`config.mk`:
```
export PLATFORM = sky130hd
export DESIGN_NAME = cvpl_regs
export DESIGN_NICKNAME = d
export VERILOG_FILES = /design/src/rtl/cvpl_access_gate.v /design/src/rtl/cvpl_regs.v
export VERILOG_INCLUDE_DIRS = /design/src /design/src/shared
export SDC_FILE = /design/constraint.sdc
export NUM_CORES = 1
export LEC_CHECK = 0
export ABC_AREA = 1
export BUFFER_PORTS_ARGS = -buffer_cell sky130_fd_sc_hd__buf_4
export CAP_MARGIN = 15
export CORE_MARGIN = 2
export CORE_UTILIZATION = 38
export DETAILED_ROUTE_END_ITERATION = 6
export GPL_TIMING_DRIVEN = 0
export PLACE_DENSITY_LB_ADDON = 0.2
export SLEW_MARGIN = 25
export SYNTH_ARGS = -nofsm -noshare
export SYNTH_HDL_FRONTEND = slang
export SYNTH_HIERARCHICAL = 1
export SYNTH_SLANG_ARGS = --single-unit
```
`constraint.sdc`:
```
create_clock -name sys_clk -period 2.5 [get_ports sys_clk]
set_clock_uncertainty 0.05 [all_clocks]
set_input_delay 0.25 -clock sys_clk [delete_from_list [all_inputs] [get_ports sys_clk]]
set_output_delay 0.25 -clock sys_clk [all_outputs]
set_load 0.02 [all_outputs]
```
`src/shared/cvpl_consts.vh`:
```
// cvpl_consts.vh: constants of the valid-flag and parallel-port/lock registers
// assumes inclusion by the register bank and its access gate only
`ifndef CVPL_CONSTS_VH
`define CVPL_CONSTS_VH
// register indices within configuration space
`define CVPL_IDX_VALID 8'h00
`define CVPL_IDX_PPCTL 8'h01
`define CVPL_IDX_LAST 8'h39
// power-on reset values
`define CVPL_VALID_POR 8'h28
`define CVPL_PPCTL_POR 8'h9C
// valid-flag layout
`define CVPL_VALID_BIT 7
`define CVPL_VRSV_BIT 3
`define CVPL_VALID_RO1 8'h20
`define CVPL_VALID_WMASK 8'h88
// parallel-port control layout
`define CVPL_PWR_BIT 2
`define CVPL_MODE_BIT 3
`define CVPL_LOCK_BIT 7
`define CVPL_PPCTL_RO1 8'h10
`define CVPL_PPCTL_WMASK 8'h0C
// base address floor under which decoding turns off
`define CVPL_DEC_FLOOR 16'h0100
`define CVPL_ZERO8 8'h00
`endif

```
`src/rtl/cvpl_access_gate.v`:
```
// cvpl_access_gate.v: qualifies configuration accesses by state, index and lock
// assumes strobes are one-cycle pulses synchronous to sys_clk
`timescale 1ns/1ps
`include "cvpl_consts.vh"
module cvpl_access_gate (
    // state and index
    input wire cfg_state,
    input wire [7:0] config_index_register,
    input wire config_space_lock,
    // raw strobes
    input wire cfg_rd,
    input wire cfg_wr,
    // qualified selects
    output wire sel_valid_rd,
    output wire sel_valid_wr,
    output wire sel_ppctl_rd,
    output wire sel_ppctl_wr,
    output wire space_open
);
    // lock low shuts every index up to the last register
    wire in_space;
    wire is_valid;
    wire is_ppctl;
    assign in_space = (config_index_register <= `CVPL_IDX_LAST);
    assign space_open = cfg_state & (config_space_lock | ~in_space);
    assign is_valid = (config_index_register == `CVPL_IDX_VALID);
    assign is_ppctl = (config_index_register == `CVPL_IDX_PPCTL);
    assign sel_valid_rd = space_open & is_valid & cfg_rd;
    assign sel_valid_wr = space_open & is_valid & cfg_wr;
    assign sel_ppctl_rd = space_open & is_ppctl & cfg_rd;
    assign sel_ppctl_wr = space_open & is_ppctl & cfg_wr;
endmodule // cvpl_access_gate

```
`src/rtl/cvpl_regs.v`:
```
// cvpl_regs.v: valid-flag and parallel-port power/mode/lock configuration registers
// assumes the host side delivers index, strobes and data in sys_clk, one strobe per access
`timescale 1ns/1ps
`include "cvpl_consts.vh"
module cvpl_regs (
    // clock and resets
    input wire sys_clk,
    input wire rst_b,
    input wire host_bus_rst_b,
    // configuration access
    input wire cfg_state,
    input wire [7:0] config_index_register,
    input wire cfg_rd,
    input wire cfg_wr,
    input wire [7:0] cfg_wdata,
    output wire [7:0] cfg_rdata,
    output wire cfg_rd_ack,
    output wire cfg_space_open,
    // extended mode select from the misc register
    input wire [1:0] pp_uart_misc_register,
    // parallel port base address
    input wire [15:0] pp_base_addr,
    // parallel port controls
    output wire pp_powered,
    output wire pp_printer_mode,
    output wire [1:0] pp_ext_mode,
    output wire pp_addr_decode_en,
    output wire pp_range_check,
    output wire config_space_lock
);
    // stored bits; read-only bits are not stored
    reg valid_flag_ff;
    reg vrsv_ff;
    reg pp_pwr_ff;
    reg pp_mode_ff;
    reg lock_ff;
    reg [7:0] rdata_ff;
    reg nxt_valid_flag;
    reg nxt_vrsv;
    reg nxt_pp_pwr;
    reg nxt_pp_mode;
    reg nxt_lock;
    reg [7:0] nxt_rdata;
    wire sel_valid_rd;
    wire sel_valid_wr;
    wire sel_ppctl_rd;
    wire sel_ppctl_wr;
    wire [7:0] valid_cycle_flag;
    wire [7:0] pp_power_mode_lock;
    wire [7:0] por_valid;
    wire [7:0] por_ppctl;

    // constants brought to wires so bit picks stay legal
    assign por_valid = `CVPL_VALID_POR;
    assign por_ppctl = `CVPL_PPCTL_POR;

    // access qualification shared with the rest of configuration space
    cvpl_access_gate u_gate (
        .cfg_state(cfg_state),
        .config_index_register(config_index_register),
        .config_space_lock(lock_ff),
        .cfg_rd(cfg_rd),
        .cfg_wr(cfg_wr),
        .sel_valid_rd(sel_valid_rd),
        .sel_valid_wr(sel_valid_wr),
        .sel_ppctl_rd(sel_ppctl_rd),
        .sel_ppctl_wr(sel_ppctl_wr),
        .space_open(cfg_space_open)
    );

    // read images with fixed bits merged in
    assign valid_cycle_flag = {valid_flag_ff, 3'h0, vrsv_ff, 3'h0} | `CVPL_VALID_RO1;
    assign pp_power_mode_lock = {lock_ff, 3'h0, pp_mode_ff, pp_pwr_ff, 2'h0} | `CVPL_PPCTL_RO1;

    // next-state of stored bits
    always @*
    begin
        nxt_valid_flag = valid_flag_ff;
        nxt_vrsv = vrsv_ff;
        nxt_pp_pwr = pp_pwr_ff;
        nxt_pp_mode = pp_mode_ff;
        nxt_lock = lock_ff;
        // valid flag and reserved bit 3 just store what software writes
        if (sel_valid_wr)
        begin
            nxt_valid_flag = cfg_wdata[`CVPL_VALID_BIT];
            nxt_vrsv = cfg_wdata[`CVPL_VRSV_BIT];
        end
        // pp control write; lock may only fall, never rise by software
        if (sel_ppctl_wr)
        begin
            nxt_pp_pwr = cfg_wdata[`CVPL_PWR_BIT];
            nxt_pp_mode = cfg_wdata[`CVPL_MODE_BIT];
            nxt_lock = lock_ff & cfg_wdata[`CVPL_LOCK_BIT];
        end
        // host bus reset only restores the lock, other bits keep state
        if (!host_bus_rst_b)
        begin
            nxt_lock = 1'b1;
        end
    end

    // stored bits, power-on reset loads the documented defaults
    always @(posedge sys_clk)
    begin
        if (!rst_b)
        begin
            // reset bits are picked from the named power-on images, never typed in by hand
            valid_flag_ff <= por_valid[`CVPL_VALID_BIT];
            vrsv_ff <= por_valid[`CVPL_VRSV_BIT];
            pp_pwr_ff <= por_ppctl[`CVPL_PWR_BIT];
            pp_mode_ff <= por_ppctl[`CVPL_MODE_BIT];
            lock_ff <= por_ppctl[`CVPL_LOCK_BIT];
        end
        else
        begin
            valid_flag_ff <= nxt_valid_flag;
            vrsv_ff <= nxt_vrsv;
            pp_pwr_ff <= nxt_pp_pwr;
            pp_mode_ff <= nxt_pp_mode;
            lock_ff <= nxt_lock;
        end
    end

    // read data select; a blocked read returns zero so nothing leaks
    always @*
    begin
        nxt_rdata = `CVPL_ZERO8;
        if (sel_valid_rd)
        begin
            nxt_rdata = valid_cycle_flag;
        end
        else if (sel_ppctl_rd)
        begin
            nxt_rdata = pp_power_mode_lock;
        end
    end

    // registered read data, one cycle after the strobe
    always @(posedge sys_clk)
    begin
        if (!rst_b)
        begin
            rdata_ff <= `CVPL_ZERO8;
        end
        else
        begin
            rdata_ff <= nxt_rdata;
        end
    end

    // ack flop so read data and ack line up
    reg rd_ack_ff;
    always @(posedge sys_clk)
    begin
        if (!rst_b)
        begin
            rd_ack_ff <= 1'b0;
        end
        else
        begin
            rd_ack_ff <= sel_valid_rd | sel_ppctl_rd;
        end
    end

    assign cfg_rdata = rdata_ff;
    assign cfg_rd_ack = rd_ack_ff;

    // port controls; power bit gates the port but never its decoder
    assign pp_powered = pp_pwr_ff;
    assign pp_printer_mode = pp_mode_ff;
    // extended select only matters when printer mode is off
    assign pp_ext_mode = pp_mode_ff ? 2'h0 : pp_uart_misc_register;
    assign pp_addr_decode_en = (pp_base_addr >= `CVPL_DEC_FLOOR);
    assign pp_range_check = pp_addr_decode_en;
    assign config_space_lock = lock_ff;
endmodule // cvpl_regs

```
==> results by group, run 1 <==
Outcome
  – Status: finished, final reports clean

Floorplan
  – Initial Utilization: 40.1%
  – Die Y: 43.9 microns
  – Core area: 1510 sq um
  – IO Pins: 57
  – Die X-Extent: 43.9 microns
  – Die area: 1930 sq um
  – Row cnt: 14

Synthesis
  – Compound-cell area share of the yosys netlist: 2.90%
  – YS warnings: 6
  – Top cells by area, synth: dfxtp_1 36%, nand2_1 16%, inv_1 14%, nor2_1 12%, buf_4 5.0%
  – Area leader, netlist: dfxtp_1
  – Synth Area in XOR/XNOR: 0%
  – Post-synthesis cell count: 98
  – Synth top area share: 36.4%
  – Post-Synth Adder-Cell Area: 0%
  – Syn Area/Cell: 6.17 sq um
  – Simple-gate share of the synthesized area: 38.5%
  – Synth cell types: 16
  – Mux contribution to synthesized area: 0%
  – Register area share after synthesis: 36.4%
  – Synthesized cell area: 604 sq um
  – Largest family of logic cells by synthesized area: simple AND/OR/NAND/NOR gates
  – Synth Register Bits: 11

GRT
  – Vias in the first global route: 647
  – Antenna violations before repair: 0
  – First-pass GRT wire length: 2.28 mm
  – Largest net degree at the start of global routing: 11
  – Total grt overflow: 0
  – GRT Total Usage: 16.1%

Worst setup path
  – R2R Setup Slk: 1.18 ns
  – CP endpoint kind: primary output
  – Crit path DAT: 1.10 ns
  – Critical-path cell list: nor3_1 > a21boi_0 > buf_4
  – Crit. Startpoint: config_space_lock
  – Setup Crit Path Kind: reg -> out
  – Max stage delay on crit path: 0.35 ns
  – Critical path startpoint category: flop
  – Slowest-stage cell, CP: dfxtp_1
  – R2r startpoint: config_space_lock
  – Critical path peak fanout: 4
  – CP required: 2.20 ns

Place
  – Post-DP HPWL: 1.14 mm
  – RD Place Congestion: 0.740
  – Dpl cells: 155
  – Port buffer count: 39
  – Placed Area: 925 sq um

Clock tree
  – H-Tree Depth: 1
  – Clock Tree Buf Depth: 2
  – Post-CTS sizing: 0
  – Clock sink count: 11
  – Post-CTS setup buffers: 0
  – CTS tree: built
  – Worst-Skew Late Latency: 0.26 ns
  – Post-cts hold buffer count: 0
  – CTS root buffer: clkbuf_4
  – Clk slew on worst S/H paths: 0.07 ns
  – Num CTS Buffers: 3

Timing
  – Fmax: 717 MHz
  – Max-slew violations: 0
  – Final period utilization: 55.8%
  – Setup Total Neg Slack: 0 ns
  – Post-layout min period: 1.40 ns
  – Final setup viols: 0
  – RSZ-0062 raised after global routing: no
  – Hold slack: 0.153 ns
  – Final hold viol count: 0

Drt
  – Vias per inst: 4.40
  – Router iterations before antenna repair: 4
  – Iter 0 DRT Violations: 11
  – Via Count: 700
  – Number of remaining DRC errors: 0
  – Antenna viol nets, final: 0
  – Wire per inst: 8.42 microns
  – WL final: 1.34 mm

Min path
  – Hold Startpoint: cfg_wdata[2]
  – Hold Path Class: in -> reg

Layout
  – Area grow syn2layout: 57.3%
  – Finished Layout Cells: 159
  – Share of layout cells above drive strength 1: 35.0%
  – Nets: 184
  – Fin area: 951 sq um
  – Commonest non-fill, non-tap cells in the layout: 43 x buf_4, 26 x nand2_1, 22 x inv_1
  – Most common cell after layout, fill and taps aside: buf_4
  – Antenna diodes: 0

Power
  – Pwr Total: 0.352 mW
  – Power Density: 370 nW/um^2
  – Max IR drop VDD: 211 uV
  – Pleak: 0.574 nW

Flow run
  – MaxCap Viol Count: 0
-- critical path, delay by kind of cell (launching register included) --
kind	cells	cell delay [ns]
AOI/OAI and AO/OA	1	0.12
and+or+nand+nor	1	0.19
DFF	1	0.35
buffers and inverters	1	0.17
-- synthesized netlist by cell type, drive strengths merged --
master and count:
inv 23, o21ai 2, nand2 27, nand4 2, dfxtp 11, nand3 6, conb 1, a21boi 1
nor2 19, nor3 1, buf 5
-- final timing paths --
check / to / cells after the start
hold / removal: pp_powered / 3
hold reg to reg: cfg_rdata[7] / 2
setup / recovery: cfg_space_open / 3
setup reg to reg: cfg_rdata[7] / 7
-- routing by layer --
metal  wire length, microns  GRT usage, %  up-vias
met5                      0             0        -
met4                     15          9.09        0
met3                    100          4.17        2
met2                    727          31.5       28
met1                    494          14.4      303
li1                       -             -      367
-- sequential cells by signal, summed over array words and instances, names as in the netlist --
| signal | flops |
|---|---|
| pp_powered | 1 |
| valid_flag_ff | 1 |
| cfg_rd_ack | 1 |
| vrsv_ff | 1 |
| cfg_rdata | 5 |
| pp_printer_mode | 1 |
| config_space_lock | 1 |
-- stage by stage --
stage                     setup WS [ns]  util [%]
after floorplan                    1.14         -
after global placement             1.12      61.4
after detailed placement           1.08      61.4
after CTS                          1.10      63.1
after global routing               1.01      63.1
final                              1.10      63.1
-- cell families (layout without fill, tap and decap cells) --
| kind of cell | Yosys count | count (layout) |
|---|---|---|
| AOI/OAI and AO/OA | 3 | 3 |
| other | 1 | 3 |
| DFF | 11 | 11 |
| and+or+nand+nor | 55 | 55 |
| buffers and inverters | 28 | 71 |
-- cell type report --
cell class,count,area (sq um)
multi-input combinational,61,262
fill,143,556
tap,16,20.0
clock buffer,4,26.3
timing repair buffer,39,293
sequential,11,220
buffer,5,41.3
inverter,23,88.8
-- report_power, final --
part	internal (mW)	switching [mW]
registers	0.175	0.0000909
clock network	0.0616	0.0542
logic	0.0360	0.0246
total	0.273	0.0789
No activity file was read; power rests on OpenSTA's default activity.
==> run 2: changes to the inputs <==
--- a/config.mk
+++ b/config.mk
@@ -10,7 +10,7 @@
 export BUFFER_PORTS_ARGS = -buffer_cell sky130_fd_sc_hd__buf_4
 export CAP_MARGIN = 15
 export CORE_MARGIN = 2
-export CORE_UTILIZATION = 38
+export CORE_UTILIZATION = 35
 export DETAILED_ROUTE_END_ITERATION = 6
 export GPL_TIMING_DRIVEN = 0
 export PLACE_DENSITY_LB_ADDON = 0.2
==> constraint.sdc (replaced) <==
create_clock -name sys_clk -period 1.3 [get_ports sys_clk]
set_clock_uncertainty 0.05 [all_clocks]
set_input_delay 0.13 -clock sys_clk [delete_from_list [all_inputs] [get_ports sys_clk]]
set_output_delay 0.13 -clock sys_clk [all_outputs]
set_load 0.02 [all_outputs]
==> results by group, run 2 (synthesis results as in run 1) <==
Floorplan
  – IO Pins: 57 (unchanged)
  – Die X-Extent: 45.6 microns (+3.8%)
  – Initial Utilization: 36.2% (-3.9 points)
  – Die area: 2080 sq um (+7.8%)
  – Die Y: 45.6 microns (+3.8%)
  – Core area: 1670 sq um (+11%)
  – Row cnt: 15 (+1)

Outcome
  – Status: finished, final reports clean

Worst setup path
  – Crit path DAT: 1.04 ns (-0.06 ns)
  – Critical R2R Capture: cfg_rdata[2]
  – CP endpoint kind: primary output
  – Setup Crit Path Kind: reg -> out
  – Crit. Startpoint: config_space_lock
  – R2r startpoint: config_space_lock
  – Critical path peak fanout: 4 (unchanged)
  – Critical path startpoint category: flop
  – CP endpoint: cfg_space_open
  – CP required: 1.12 ns (-1.08 ns)
  – R2R Setup Slk: 0.10 ns (-1.08 ns)
  – Reg2Reg Depth: 6 (-1)

Drt
  – Router iterations before antenna repair: 4 (unchanged)
  – Wire per inst: 8.23 microns (-2.2%)
  – WL final: 1.32 mm (-1.6%)
  – Via Count: 675 (-3.6%)
  – Vias per inst: 4.22 (-4.2%)
  – Number of remaining DRC errors: 0 (unchanged)
  – Antenna viol nets, final: 0 (unchanged)
  – Iter 0 DRT Violations: 8 (-3)

GRT
  – Global-route met3 utilization: 3.57% (-0.60 points)
  – Busiest layer in global routing: met2
  – GR Util met1: 16.0% (+1.6 points)
  – Met2 Resource Use GR: 22.8% (-8.7 points)
  – Antenna violations before repair: 0 (unchanged)
  – Total grt overflow: 0 (unchanged)
  – First-pass GRT wire length: 2.04 mm (-11%)
  – Largest net degree at the start of global routing: 11 (unchanged)
  – Vias in the first global route: 576 (-11%)
  – GRT Total Usage: 13.7% (-2.4 points)

Timing
  – RSZ-0062 raised after global routing: no
  – Fmax: 821 MHz
  – Final hold viol count: 0 (unchanged)
  – Post-layout min period: 1.22 ns
  – Final period utilization: 93.7%
  – Hold slack: 0.0316 ns (-0.121 ns)
  – Final setup viols: 0 (unchanged)
  – Worst setup margin: 0.0825 ns (-1.02 ns)
  – Setup Total Neg Slack: 0 ns (unchanged)
  – Max-slew violations: 0 (unchanged)

Place
  – Placed Area: 926 sq um (+0.14%)
  – Port buffer count: 39 (unchanged)
  – Post-DP HPWL: 1.13 mm (-1.0%)
  – Worst slack at placement: 0.00945 ns (-1.07 ns)
  – RD Place Congestion: 0.720 (-2.7%)

Power
  – Pleak: 0.574 nW (about the same)
  – Max IR drop VDD: 335 uV (+59%)
  – Pwr Total: 0.680 mW (+93%)
  – Power Density: 703 nW/um^2 (+90%)

Layout
  – Nets: 184 (unchanged)
  – Area grow syn2layout: 59.8%
  – Area taken by multi-input logic gates: 274 sq um (+4.8%)
  – Share of layout cells above drive strength 1: 38.5% (+3.5 points)
  – Max reg flops: 5 (unchanged)
  – Fin area: 966 sq um (+1.6%)
  – Commonest non-fill, non-tap cells in the layout: 43 x buf_4, 26 x nand2_1, 22 x inv_1
  – Antenna diodes: 0 (unchanged)
  – Most common cell after layout, fill and taps aside: buf_4
  – Layout fillers: 169 (+18%)
  – Sequential Area: 221 sq um (+0.57%)

Clock tree
  – CTS tree: built
  – Post-CTS setup buffers: 0 (unchanged)
  – Clk slew on worst S/H paths: 0.07 ns (about the same)
  – H-Tree Depth: 1 (unchanged)
  – Clock Tree Buf Depth: 2 (unchanged)
  – Num CTS Buffers: 3 (unchanged)
  – CTS root buffer: clkbuf_4
  – Clock sink count: 11 (unchanged)
  – Worst-Skew Late Latency: 0.26 ns (about the same)

Min path
  – Hold path depth: 3 (unchanged)
  – Hold Path Class: in -> reg

Flow run
  – MaxCap Viol Count: 0 (unchanged)
[run 2: power breakdown]
group	internal, mW	leakage [nW]	switching [mW]
clock network	0.119	0.0150	0.106
logic	0.0693	0.471	0.0486
registers	0.337	0.0882	0.000170
total	0.525	0.574	0.155
[run 2: area by class of cell]
type,instances,area share [%]
repair buffers,39,30.3
multi-input cells,61,28.4
flip-flops and latches,11,22.9
inverters,23,9.20
plain buffers,5,4.27
clock buffers,4,2.72
well taps,17,2.20
[run 2: what timing repair did]
item,4_1_cts,5_1_grt
hold buffers,0,0
pin swaps,0,0
resized for setup,3,2
hold endpoints to repair,0,0
gates cloned,0,0
setup endpoints to repair,4,8
[run 2: worst min-delay path by stage]
stage / endpoint / start
2_1_floorplan: config_space_lock / cfg_wdata[7]
3_3_place_gp: pp_powered / cfg_wdata[2]
3_5_place_dp: pp_powered / cfg_wdata[2]
4_1_cts: pp_powered / cfg_wdata[2]
5_1_grt: pp_printer_mode / cfg_wdata[3]
6_report: pp_powered / cfg_wdata[2]
[run 2: critical path, stage by stage, from the launching register on]
cell and delay [ns]:
dfxtp_2 0.38, nor3_2 0.06, a21boi_0 0.17, buf_4 0.17
[run 2: stage by stage]
step                instances  utilization [%]
floorplan                 100                -
global placement          156             55.4
detailed placement        156             55.4
CTS                       160             57.6
global route              160             57.8
finish                    160             57.8
[run 2: per-layer routing]
layer	vias to the layer above	share of wire, %
li1	367	-
met4	0	0
met3	0	4.9
met2	23	52
met5	-	0
met1	285	43
